## config.mk

```make
export PLATFORM = sky130hd
export DESIGN_NAME = rtt_timer
export DESIGN_NICKNAME = d
export VERILOG_FILES = /design/src/rtt_pkg.sv /design/src/rtt_timer.sv
export VERILOG_INCLUDE_DIRS = /design/src
export SDC_FILE = /design/constraint.sdc
export NUM_CORES = 1
export LEC_CHECK = 0
export ABC_AREA = 1
export BUFFER_PORTS_ARGS = -buffer_cell sky130_fd_sc_hd__buf_2
export CELL_PAD_IN_SITES_DETAIL_PLACEMENT = 1
export CELL_PAD_IN_SITES_GLOBAL_PLACEMENT = 1
export CORE_AREA = 5 5 123 78
export CTS_CLUSTER_SIZE = 12
export DETAILED_ROUTE_END_ITERATION = 7
export DIE_AREA = 0 0 128 83
export PLACE_DENSITY = 0.83
export SYNTH_ARGS = -nofsm -noshare
export SYNTH_HDL_FRONTEND = slang
export SYNTH_SLANG_ARGS = --single-unit
```

## constraint.sdc

```tcl
create_clock -name i_clk_sys -period 2.6 [get_ports i_clk_sys]
set_clock_uncertainty 0.05 [all_clocks]
set_input_delay 0.26 -clock i_clk_sys [delete_from_list [all_inputs] [get_ports i_clk_sys]]
set_output_delay 0.26 -clock i_clk_sys [all_outputs]
set_load 0.005 [all_outputs]
```

## src/rtt_params.svh

```systemverilog
// offsets, field positions, reset values and timing figures of the countdown and tick timer
`ifndef RTT_PARAMS_SVH
`define RTT_PARAMS_SVH
`define RTT_ADDR_CTRL2 8'h01
`define RTT_ADDR_TCTRL 8'h0e
`define RTT_ADDR_CDVAL 8'h0f
`define RTT_C2_MIN_EN 7
`define RTT_C2_SI 6
`define RTT_C2_TICK_FLAG 5
`define RTT_C2_TP 4
`define RTT_C2_DONE_FLAG 2
`define RTT_C2_TIE 0
`define RTT_TC_RUN 7
`define RTT_C2_RESET 8'h00
`define RTT_TC_RESET 8'h03
`define RTT_CD_RESET 8'h00
`define RTT_SYS_HZ 25000000
`define RTT_SRC4K_HZ 4096
`define RTT_DIV_4K (`RTT_SYS_HZ / `RTT_SRC4K_HZ)
`define RTT_PRE_LAST 6'h3f
`define RTT_SEC_LAST 6'h3b
`endif

```

## src/rtt_pkg.sv

```systemverilog
// types shared by the countdown and tick timer
package rtt_pkg;
   typedef enum logic [1:0] {
      RTT_SRC_4K = 2'b00,
      RTT_SRC_64 = 2'b01,
      RTT_SRC_1 = 2'b10,
      RTT_SRC_MIN = 2'b11
   } rtt_src_e;
endpackage

```

## src/rtt_timer.sv

```systemverilog
// countdown timer and second/minute tick logic with register port and interrupt output
`timescale 1ns/1ns
`default_nettype none
`include "rtt_params.svh"
// Notes on behaviour
// - top control bit runs timer, reset off
// - two-bit field picks 4k, 64, 1, 1/60 Hz
// - period equals value over source frequency
// - tick enables pick none, minute or second
// - tick flag set on chosen counter increment
// - minute-only flag self-clears after one second
// - tick pulse produced regardless of flag state
// - value zero halts, one to 255 valid
// - at one: flag, reload, next period
// - countdown read returns live counter
// - written value takes effect at once
// - first period between T and T+1
// - done flag sticky until host clears
// - pulse or level form, enable suppresses
// - status write clears only zero-written flags
// - done flag bit 2, tick flag bit 5
// - tick pulse lasts one 64 Hz period
module rtt_timer #(
   parameter int DIV_4K = `RTT_DIV_4K
) (
   input wire logic i_clk_sys,
   input wire logic i_resetn,
   input wire logic i_wr_en,
   input wire logic [7:0] i_addr,
   input wire logic [7:0] i_wr_data,
   output logic [7:0] o_rd_data,
   output logic o_int_n
);
   localparam logic [15:0] DIV_LAST = 16'(DIV_4K - 1);

   function automatic logic hit(input logic [7:0] a, input logic [7:0] off);
      hit = (a == off);
   endfunction

   // prescaler: 4.096 kHz enable, then 64 Hz, 1 Hz and one per minute
   logic [15:0] div_r, div_nxt;
   logic [5:0] p64_r, p64_nxt, p1_r, p1_nxt, sec_r, sec_nxt;
   logic tick4k, tick64, tick1, tickmin;

   assign tick4k = (div_r == DIV_LAST);
   assign tick64 = tick4k && (p64_r == `RTT_PRE_LAST);
   assign tick1 = tick64 && (p1_r == `RTT_PRE_LAST);
   assign tickmin = tick1 && (sec_r == `RTT_SEC_LAST);

   always_comb begin
      div_nxt = tick4k ? 16'h0000 : div_r + 16'h0001;
      p64_nxt = p64_r;
      p1_nxt = p1_r;
      sec_nxt = sec_r;
      if (tick4k) begin
         p64_nxt = p64_r + 6'h01;
      end
      if (tick64) begin
         p1_nxt = p1_r + 6'h01;
      end
      if (tick1) begin
         sec_nxt = (sec_r == `RTT_SEC_LAST) ? 6'h00 : sec_r + 6'h01;
      end
   end

   always_ff @(posedge i_clk_sys) begin
      if (!i_resetn) begin
         div_r <= 16'h0000;
         p64_r <= 6'h00;
         p1_r <= 6'h00;
         sec_r <= 6'h00;
      end else begin
         div_r <= div_nxt;
         p64_r <= p64_nxt;
         p1_r <= p1_nxt;
         sec_r <= sec_nxt;
      end
   end

   // registers, countdown, flags and interrupt
   logic run_r, run_nxt, arm_r, arm_nxt;
   rtt_pkg::rtt_src_e sel_r, sel_nxt;
   logic [7:0] cnt_r, cnt_nxt, reload_r, reload_nxt, rd_r, rd_nxt;
   logic min_en_r, min_en_nxt, si_r, si_nxt, tp_r, tp_nxt, tie_r, tie_nxt;
   logic tick_flag_r, tick_flag_nxt, done_flag_r, done_flag_nxt, auto_r, auto_nxt;
   logic msp_r, msp_nxt, cdp_r, cdp_nxt, int_n_r, int_n_nxt;
   logic wr_c2, wr_tc, wr_cd, src_tick, pclk, flag_set, cd_done, cd_step;

   assign wr_c2 = i_wr_en && hit(i_addr, `RTT_ADDR_CTRL2);
   assign wr_tc = i_wr_en && hit(i_addr, `RTT_ADDR_TCTRL);
   assign wr_cd = i_wr_en && hit(i_addr, `RTT_ADDR_CDVAL);

   always_comb begin
      case (sel_r)
         rtt_pkg::RTT_SRC_4K: src_tick = tick4k;
         rtt_pkg::RTT_SRC_64: src_tick = tick64;
         rtt_pkg::RTT_SRC_1: src_tick = tick1;
         default: src_tick = tickmin;
      endcase
   end

   // the done pulse is timed from the source clock at 4 kHz, else from 64 Hz
   assign pclk = (sel_r == rtt_pkg::RTT_SRC_4K) ? tick4k : tick64;
   assign flag_set = si_r ? tick1 : (min_en_r && tickmin);
   // zero in the counter halts it
   assign cd_step = run_r && src_tick && !arm_r && (cnt_r != 8'h00);
   assign cd_done = cd_step && (cnt_r == 8'h01);

   always_comb begin
      run_nxt = run_r;
      sel_nxt = sel_r;
      arm_nxt = arm_r;
      cnt_nxt = cnt_r;
      reload_nxt = reload_r;
      min_en_nxt = min_en_r;
      si_nxt = si_r;
      tp_nxt = tp_r;
      tie_nxt = tie_r;
      tick_flag_nxt = tick_flag_r;
      done_flag_nxt = done_flag_r;
      auto_nxt = auto_r;
      msp_nxt = msp_r;
      cdp_nxt = cdp_r;
      if (wr_tc) begin
         run_nxt = i_wr_data[`RTT_TC_RUN];
         sel_nxt = rtt_pkg::rtt_src_e'(i_wr_data[1:0]);
         // enabling skips the first partial source tick
         if (!run_r && i_wr_data[`RTT_TC_RUN]) begin
            arm_nxt = 1'b1;
         end
      end
      if (run_r && src_tick && arm_r) begin
         arm_nxt = 1'b0;
      end
      if (cd_done) begin
         cnt_nxt = reload_r;
      end else if (cd_step) begin
         cnt_nxt = cnt_r - 8'h01;
      end
      if (wr_cd) begin
         reload_nxt = i_wr_data;
         cnt_nxt = i_wr_data;
      end
      if (wr_c2) begin
         min_en_nxt = i_wr_data[`RTT_C2_MIN_EN];
         si_nxt = i_wr_data[`RTT_C2_SI];
         tp_nxt = i_wr_data[`RTT_C2_TP];
         tie_nxt = i_wr_data[`RTT_C2_TIE];
         tick_flag_nxt = tick_flag_r & i_wr_data[`RTT_C2_TICK_FLAG];
         done_flag_nxt = done_flag_r & i_wr_data[`RTT_C2_DONE_FLAG];
      end
      // minute-only flag drops at the next 1 Hz tick after it was set
      if (auto_r && tick1) begin
         tick_flag_nxt = 1'b0;
         auto_nxt = 1'b0;
      end
      if (!min_en_r || si_r) begin
         auto_nxt = 1'b0;
      end
      // a new event beats a clear in the same cycle
      if (flag_set) begin
         tick_flag_nxt = 1'b1;
         auto_nxt = min_en_r && !si_r;
      end
      if (cd_done) begin
         done_flag_nxt = 1'b1;
      end
      // tick pulse runs one 64 Hz period, done pulse one pulse-clock period, both cut short by clearing the flag
      if (flag_set) begin
         msp_nxt = 1'b1;
      end else if (tick64 || !tick_flag_nxt) begin
         msp_nxt = 1'b0;
      end
      if (cd_done) begin
         cdp_nxt = 1'b1;
      end else if (pclk || !done_flag_nxt) begin
         cdp_nxt = 1'b0;
      end
      int_n_nxt = !((tie_r && (tp_r ? cdp_r : done_flag_r)) ||
                    (tp_r ? msp_r : (tick_flag_r && (min_en_r || si_r))));
      if (hit(i_addr, `RTT_ADDR_CTRL2)) begin
         rd_nxt = {min_en_r, si_r, tick_flag_r, tp_r, 1'b0, done_flag_r, 1'b0, tie_r};
      end else if (hit(i_addr, `RTT_ADDR_TCTRL)) begin
         rd_nxt = {run_r, 5'h00, sel_r};
      end else if (hit(i_addr, `RTT_ADDR_CDVAL)) begin
         rd_nxt = cnt_r;
      end else begin
         rd_nxt = 8'h00;
      end
   end

   always_ff @(posedge i_clk_sys) begin
      if (!i_resetn) begin
         run_r <= 1'(`RTT_TC_RESET >> `RTT_TC_RUN);
         sel_r <= rtt_pkg::rtt_src_e'(2'(`RTT_TC_RESET));
         arm_r <= 1'b0;
         cnt_r <= `RTT_CD_RESET;
         reload_r <= `RTT_CD_RESET;
         min_en_r <= 1'b0;
         si_r <= 1'b0;
         tp_r <= 1'b0;
         tie_r <= 1'b0;
         tick_flag_r <= 1'b0;
         done_flag_r <= 1'b0;
         auto_r <= 1'b0;
         msp_r <= 1'b0;
         cdp_r <= 1'b0;
         int_n_r <= 1'b1;
         rd_r <= 8'h00;
      end else begin
         run_r <= run_nxt;
         sel_r <= sel_nxt;
         arm_r <= arm_nxt;
         cnt_r <= cnt_nxt;
         reload_r <= reload_nxt;
         min_en_r <= min_en_nxt;
         si_r <= si_nxt;
         tp_r <= tp_nxt;
         tie_r <= tie_nxt;
         tick_flag_r <= tick_flag_nxt;
         done_flag_r <= done_flag_nxt;
         auto_r <= auto_nxt;
         msp_r <= msp_nxt;
         cdp_r <= cdp_nxt;
         int_n_r <= int_n_nxt;
         rd_r <= rd_nxt;
      end
   end

   assign o_rd_data = rd_r;
   assign o_int_n = int_n_r;
endmodule
`default_nettype wire

```

==> results.yml <==
run_status:
  outcome: "complete, no violations"
worst_hold_path:
  hold_path.class: "in2reg"
worst_setup_path:
  crit_end: "cnt_r[1]$_SDFFE_PN0P_"
  crit_fanout: 4
  ff2ff_setup_slack_ns: 0.24
  r2r-end: "cnt_r[1]$_SDFFE_PN0P_"
  required_ns: 2.83
  timing.rr.start: "p1_r[1]$_SDFFE_PN0P_"
  reg2reg_depth: 9
  cp.depth: 9
  worstPathArrival_ns: 2.59
  endpoint_kind: "register"
  crit_type: "reg2reg"
  slowest_delay_ns: 0.37
  cp_cell_sequence: "ha_1 -> nand2_1 -> nor3_1 -> nand4_1 -> nand2_2 -> nand4_1 -> nor2_1 -> a21oi_1 -> nor2_1"
  crit_start: "p1_r[1]$_SDFFE_PN0P_"
  crit_slowest_cell: "nor3_1"
  critPathTopFamily: "simple AND/OR/NAND/NOR gates"
  cp-start-kind: "register"
  path_buf_inv: 0
placed_design:
  pre_cts_ws_ns: 0.314
  port_buffers: 27
  finalWeightedCongestion: 0.914
  hpwl_mm: 8.39
  placedInstanceArea_mm2: 0.00384
logic_synthesis:
  syn-num-nets: 515
  async_flop_share_pct: 0
  syn_area_mm2: 0.00356
  yosysWarnings: 0
  ys_types: 44
  synth_edf_count: 0
  ys_seq_elements: 72
  synth_seq_area_share_pct: 40.5
  postSynthCellCount: 488
  synth.avg_cell_area_um2: 7.30
  synthFlopType: "dfxtp_1"
sta:
  tightest_slew_ns: 0.664
  hold_ws_ns: 0.144
  rsz0062_at_grt: "no"
  setup_viol: 0
  slew_headroom_pct: 55.7
  slew_violations: 0
  fin_crit_sh_pct: 90.8
  setup_ws_ns: 0.239
  setup_tns_ns: 0
  min_period_ns: 2.36
  timing.fmax_ghz: 0.424
  hold_viol: 0
grt:
  grt_max_degree: 22
  grt_util_all_layers_pct: 21.4
  gr-total-overflow: 0
  antenna_found_initial: 0
  grt_pass1_wl_mm: 18.0
  grt_pass1_vias: 3549
clock_network:
  cts_buffers: 9
  clockRootBuffer: "clkbuf_16"
  insertion_delay_ns: 0.34
  clkTransAtPathRegs_ns: 0.06
  hold_buffers: 0
  cts-htree-levels: 3
  cts_tree: "yes"
  clock-sinks: 72
  clock_path_buffers: 2
  cts_resized: 0
  cts_setup_buffers: 0
floorplanning:
  ioPinCount: 28
  die_width_um: 128
  rows: 26
  core_mm2: 0.00833
  start_util_pct: 42.8
  fp.dieArea_mm2: 0.0106
  die_y_um: 83
final_layout:
  fillers: 1074
  area_growth_pct: 16.9
  antenna_cells: 0
  final_common_cell: "nand2_1"
  drive_above_1_share_pct: 14.6
  nNetsFinal: 550
  final_cell_mix: "85 x nand2_1, 72 x dfxtp_1, 65 x inv_1, 51 x nor2_1, 48 x a21oi_1"
  final_cell_area_mm2: 0.00416
drt:
  antenna_left: 0
  drt-total-wl_mm: 11.1
  drt_iter0_drc: 315
  drc: 0
  routed-via-count: 3536
  first_pass_iters: 5
  vias_per_cell: 5.53
  wire_per_inst_um: 17.3
run:
  drv_cap: 0
pwr:
  peakVddDrop_mv: 0.527
  power_density_mw_per_mm2: 606
  leakage_nw: 1.68
-- cell families (layout without fill, tap and decap cells) --
| logic type | Yosys count | in the layout | synth area share (%) |
|---|---|---|---|
| adders and majority gates | 8 | 8 | 2.81 |
| DFF | 72 | 72 | 40.5 |
| AOI/OAI and AO/OA | 97 | 97 | 15.2 |
| xor gates and xnor gates | 8 | 8 | 1.97 |
| buffers and inverters | 80 | 120 | 8.53 |
| and+or+nand+nor | 223 | 223 | 31.0 |
-- metrics by stage --
stage / power (W) / std cells / utilization [%]
floorplan: 0.00117 / 488 / -
global placement: 0.00120 / 624 / 46.1
detailed placement: 0.00121 / 624 / 46.1
CTS: 0.00255 / 640 / 50.0
global route: 0.00261 / 640 / 50.0
finish: 0.00252 / 640 / 50.0
-- final cells by class --
class	instances	area, um2	area share (%)
multi-input combinational	336	1820	43.6
sequential	72	1440	34.6
inverter	72	272	6.52
clock buffer	10	239	5.74
timing repair buffer	32	173	4.15
tap	112	140	3.37
clock inverter	6	82.6	1.98
-- Yosys cell counts, types with 2 or more instances --
master    number  area share [%]
a21oi_1       48             6.7
a31oi_1        3            0.53
buf_2          2            0.28
clkbuf_1       6            0.63
dfxtp_1       72              40
ha_1           8             2.8
inv_1         65             6.8
inv_2          5            0.53
nand2_1       85             9.0
nand2_2        6             1.1
nand3_1       28             3.9
nand3_4        2            0.98
nand4_1       14             2.5
nor2_1        51             5.4
nor2_2         4            0.70
nor2_4         2            0.63
nor3_1        13             1.8
nor3b_1        6             1.3
nor4_1         3            0.53
nor4_2         2            0.70
o211ai_1       4            0.84
o21a_1         4            0.84
o21ai_0       25             3.5
o31ai_1        3            0.63
xor2_1         8             2.0
-- worst reg2reg max path, cell delays in order (launching register included) --
cell and delay, ns:
dfxtp_1 0.36, ha_1 0.21, nand2_1 0.08, nor3_1 0.37, nand4_1 0.28, nand2_2 0.22
nand4_1 0.32, nor2_1 0.23, a21oi_1 0.09, nor2_1 0.09
-- worst min path at each step --
| stage | start | slack (ns) | cells past startpoint | endpoint |
|---|---|---|---|---|
| floorplan | i_wr_data[1] | 0.34 | 2 | sel_r[1]$_SDFFE_PN1P_ |
| global placement | div_r[0]$_SDFF_PP0_ | 0.39 | 1 | div_r[0]$_SDFF_PP0_ |
| detailed placement | reload_r[1]$_SDFFE_PN0P_ | 0.41 | 2 | reload_r[1]$_SDFFE_PN0P_ |
| CTS | i_wr_data[1] | 0.13 | 3 | sel_r[1]$_SDFFE_PN1P_ |
| global route | i_wr_data[1] | 0.14 | 3 | sel_r[1]$_SDFFE_PN1P_ |
| finish | i_wr_data[1] | 0.14 | 3 | sel_r[1]$_SDFFE_PN1P_ |
-- registers in the layout, indices dropped and copies added (netlist names), 2 cells and up --
name,flops
div_r,16
p1_r,6
sel_r,2
sec_r,6
reload_r,8
o_rd_data,8
p64_r,6
cnt_r,8
-- where the power goes --
group | leakage, nW | switching (W) | total [W] | internal (W)
combinational | 0.940 | 0.0000461 | 0.0000699 | 0.0000238
clock | 0.158 | 0.000481 | 0.00134 | 0.000860
sequential | 0.580 | 0.00000450 | 0.00111 | 0.00111
-- per-layer routing --
| layer | vias up | global-route usage [%] | share of wire, % |
|---|---|---|---|
| li1 | 1686 | - | - |
| met1 | 1744 | 31.3 | 51 |
| met2 | 96 | 30.2 | 41 |
| met3 | 10 | 5.58 | 6.6 |
| met4 | 0 | 6.94 | 1.1 |
| met5 | - | 0 | 0 |
(Power assumes the default switching activity.)
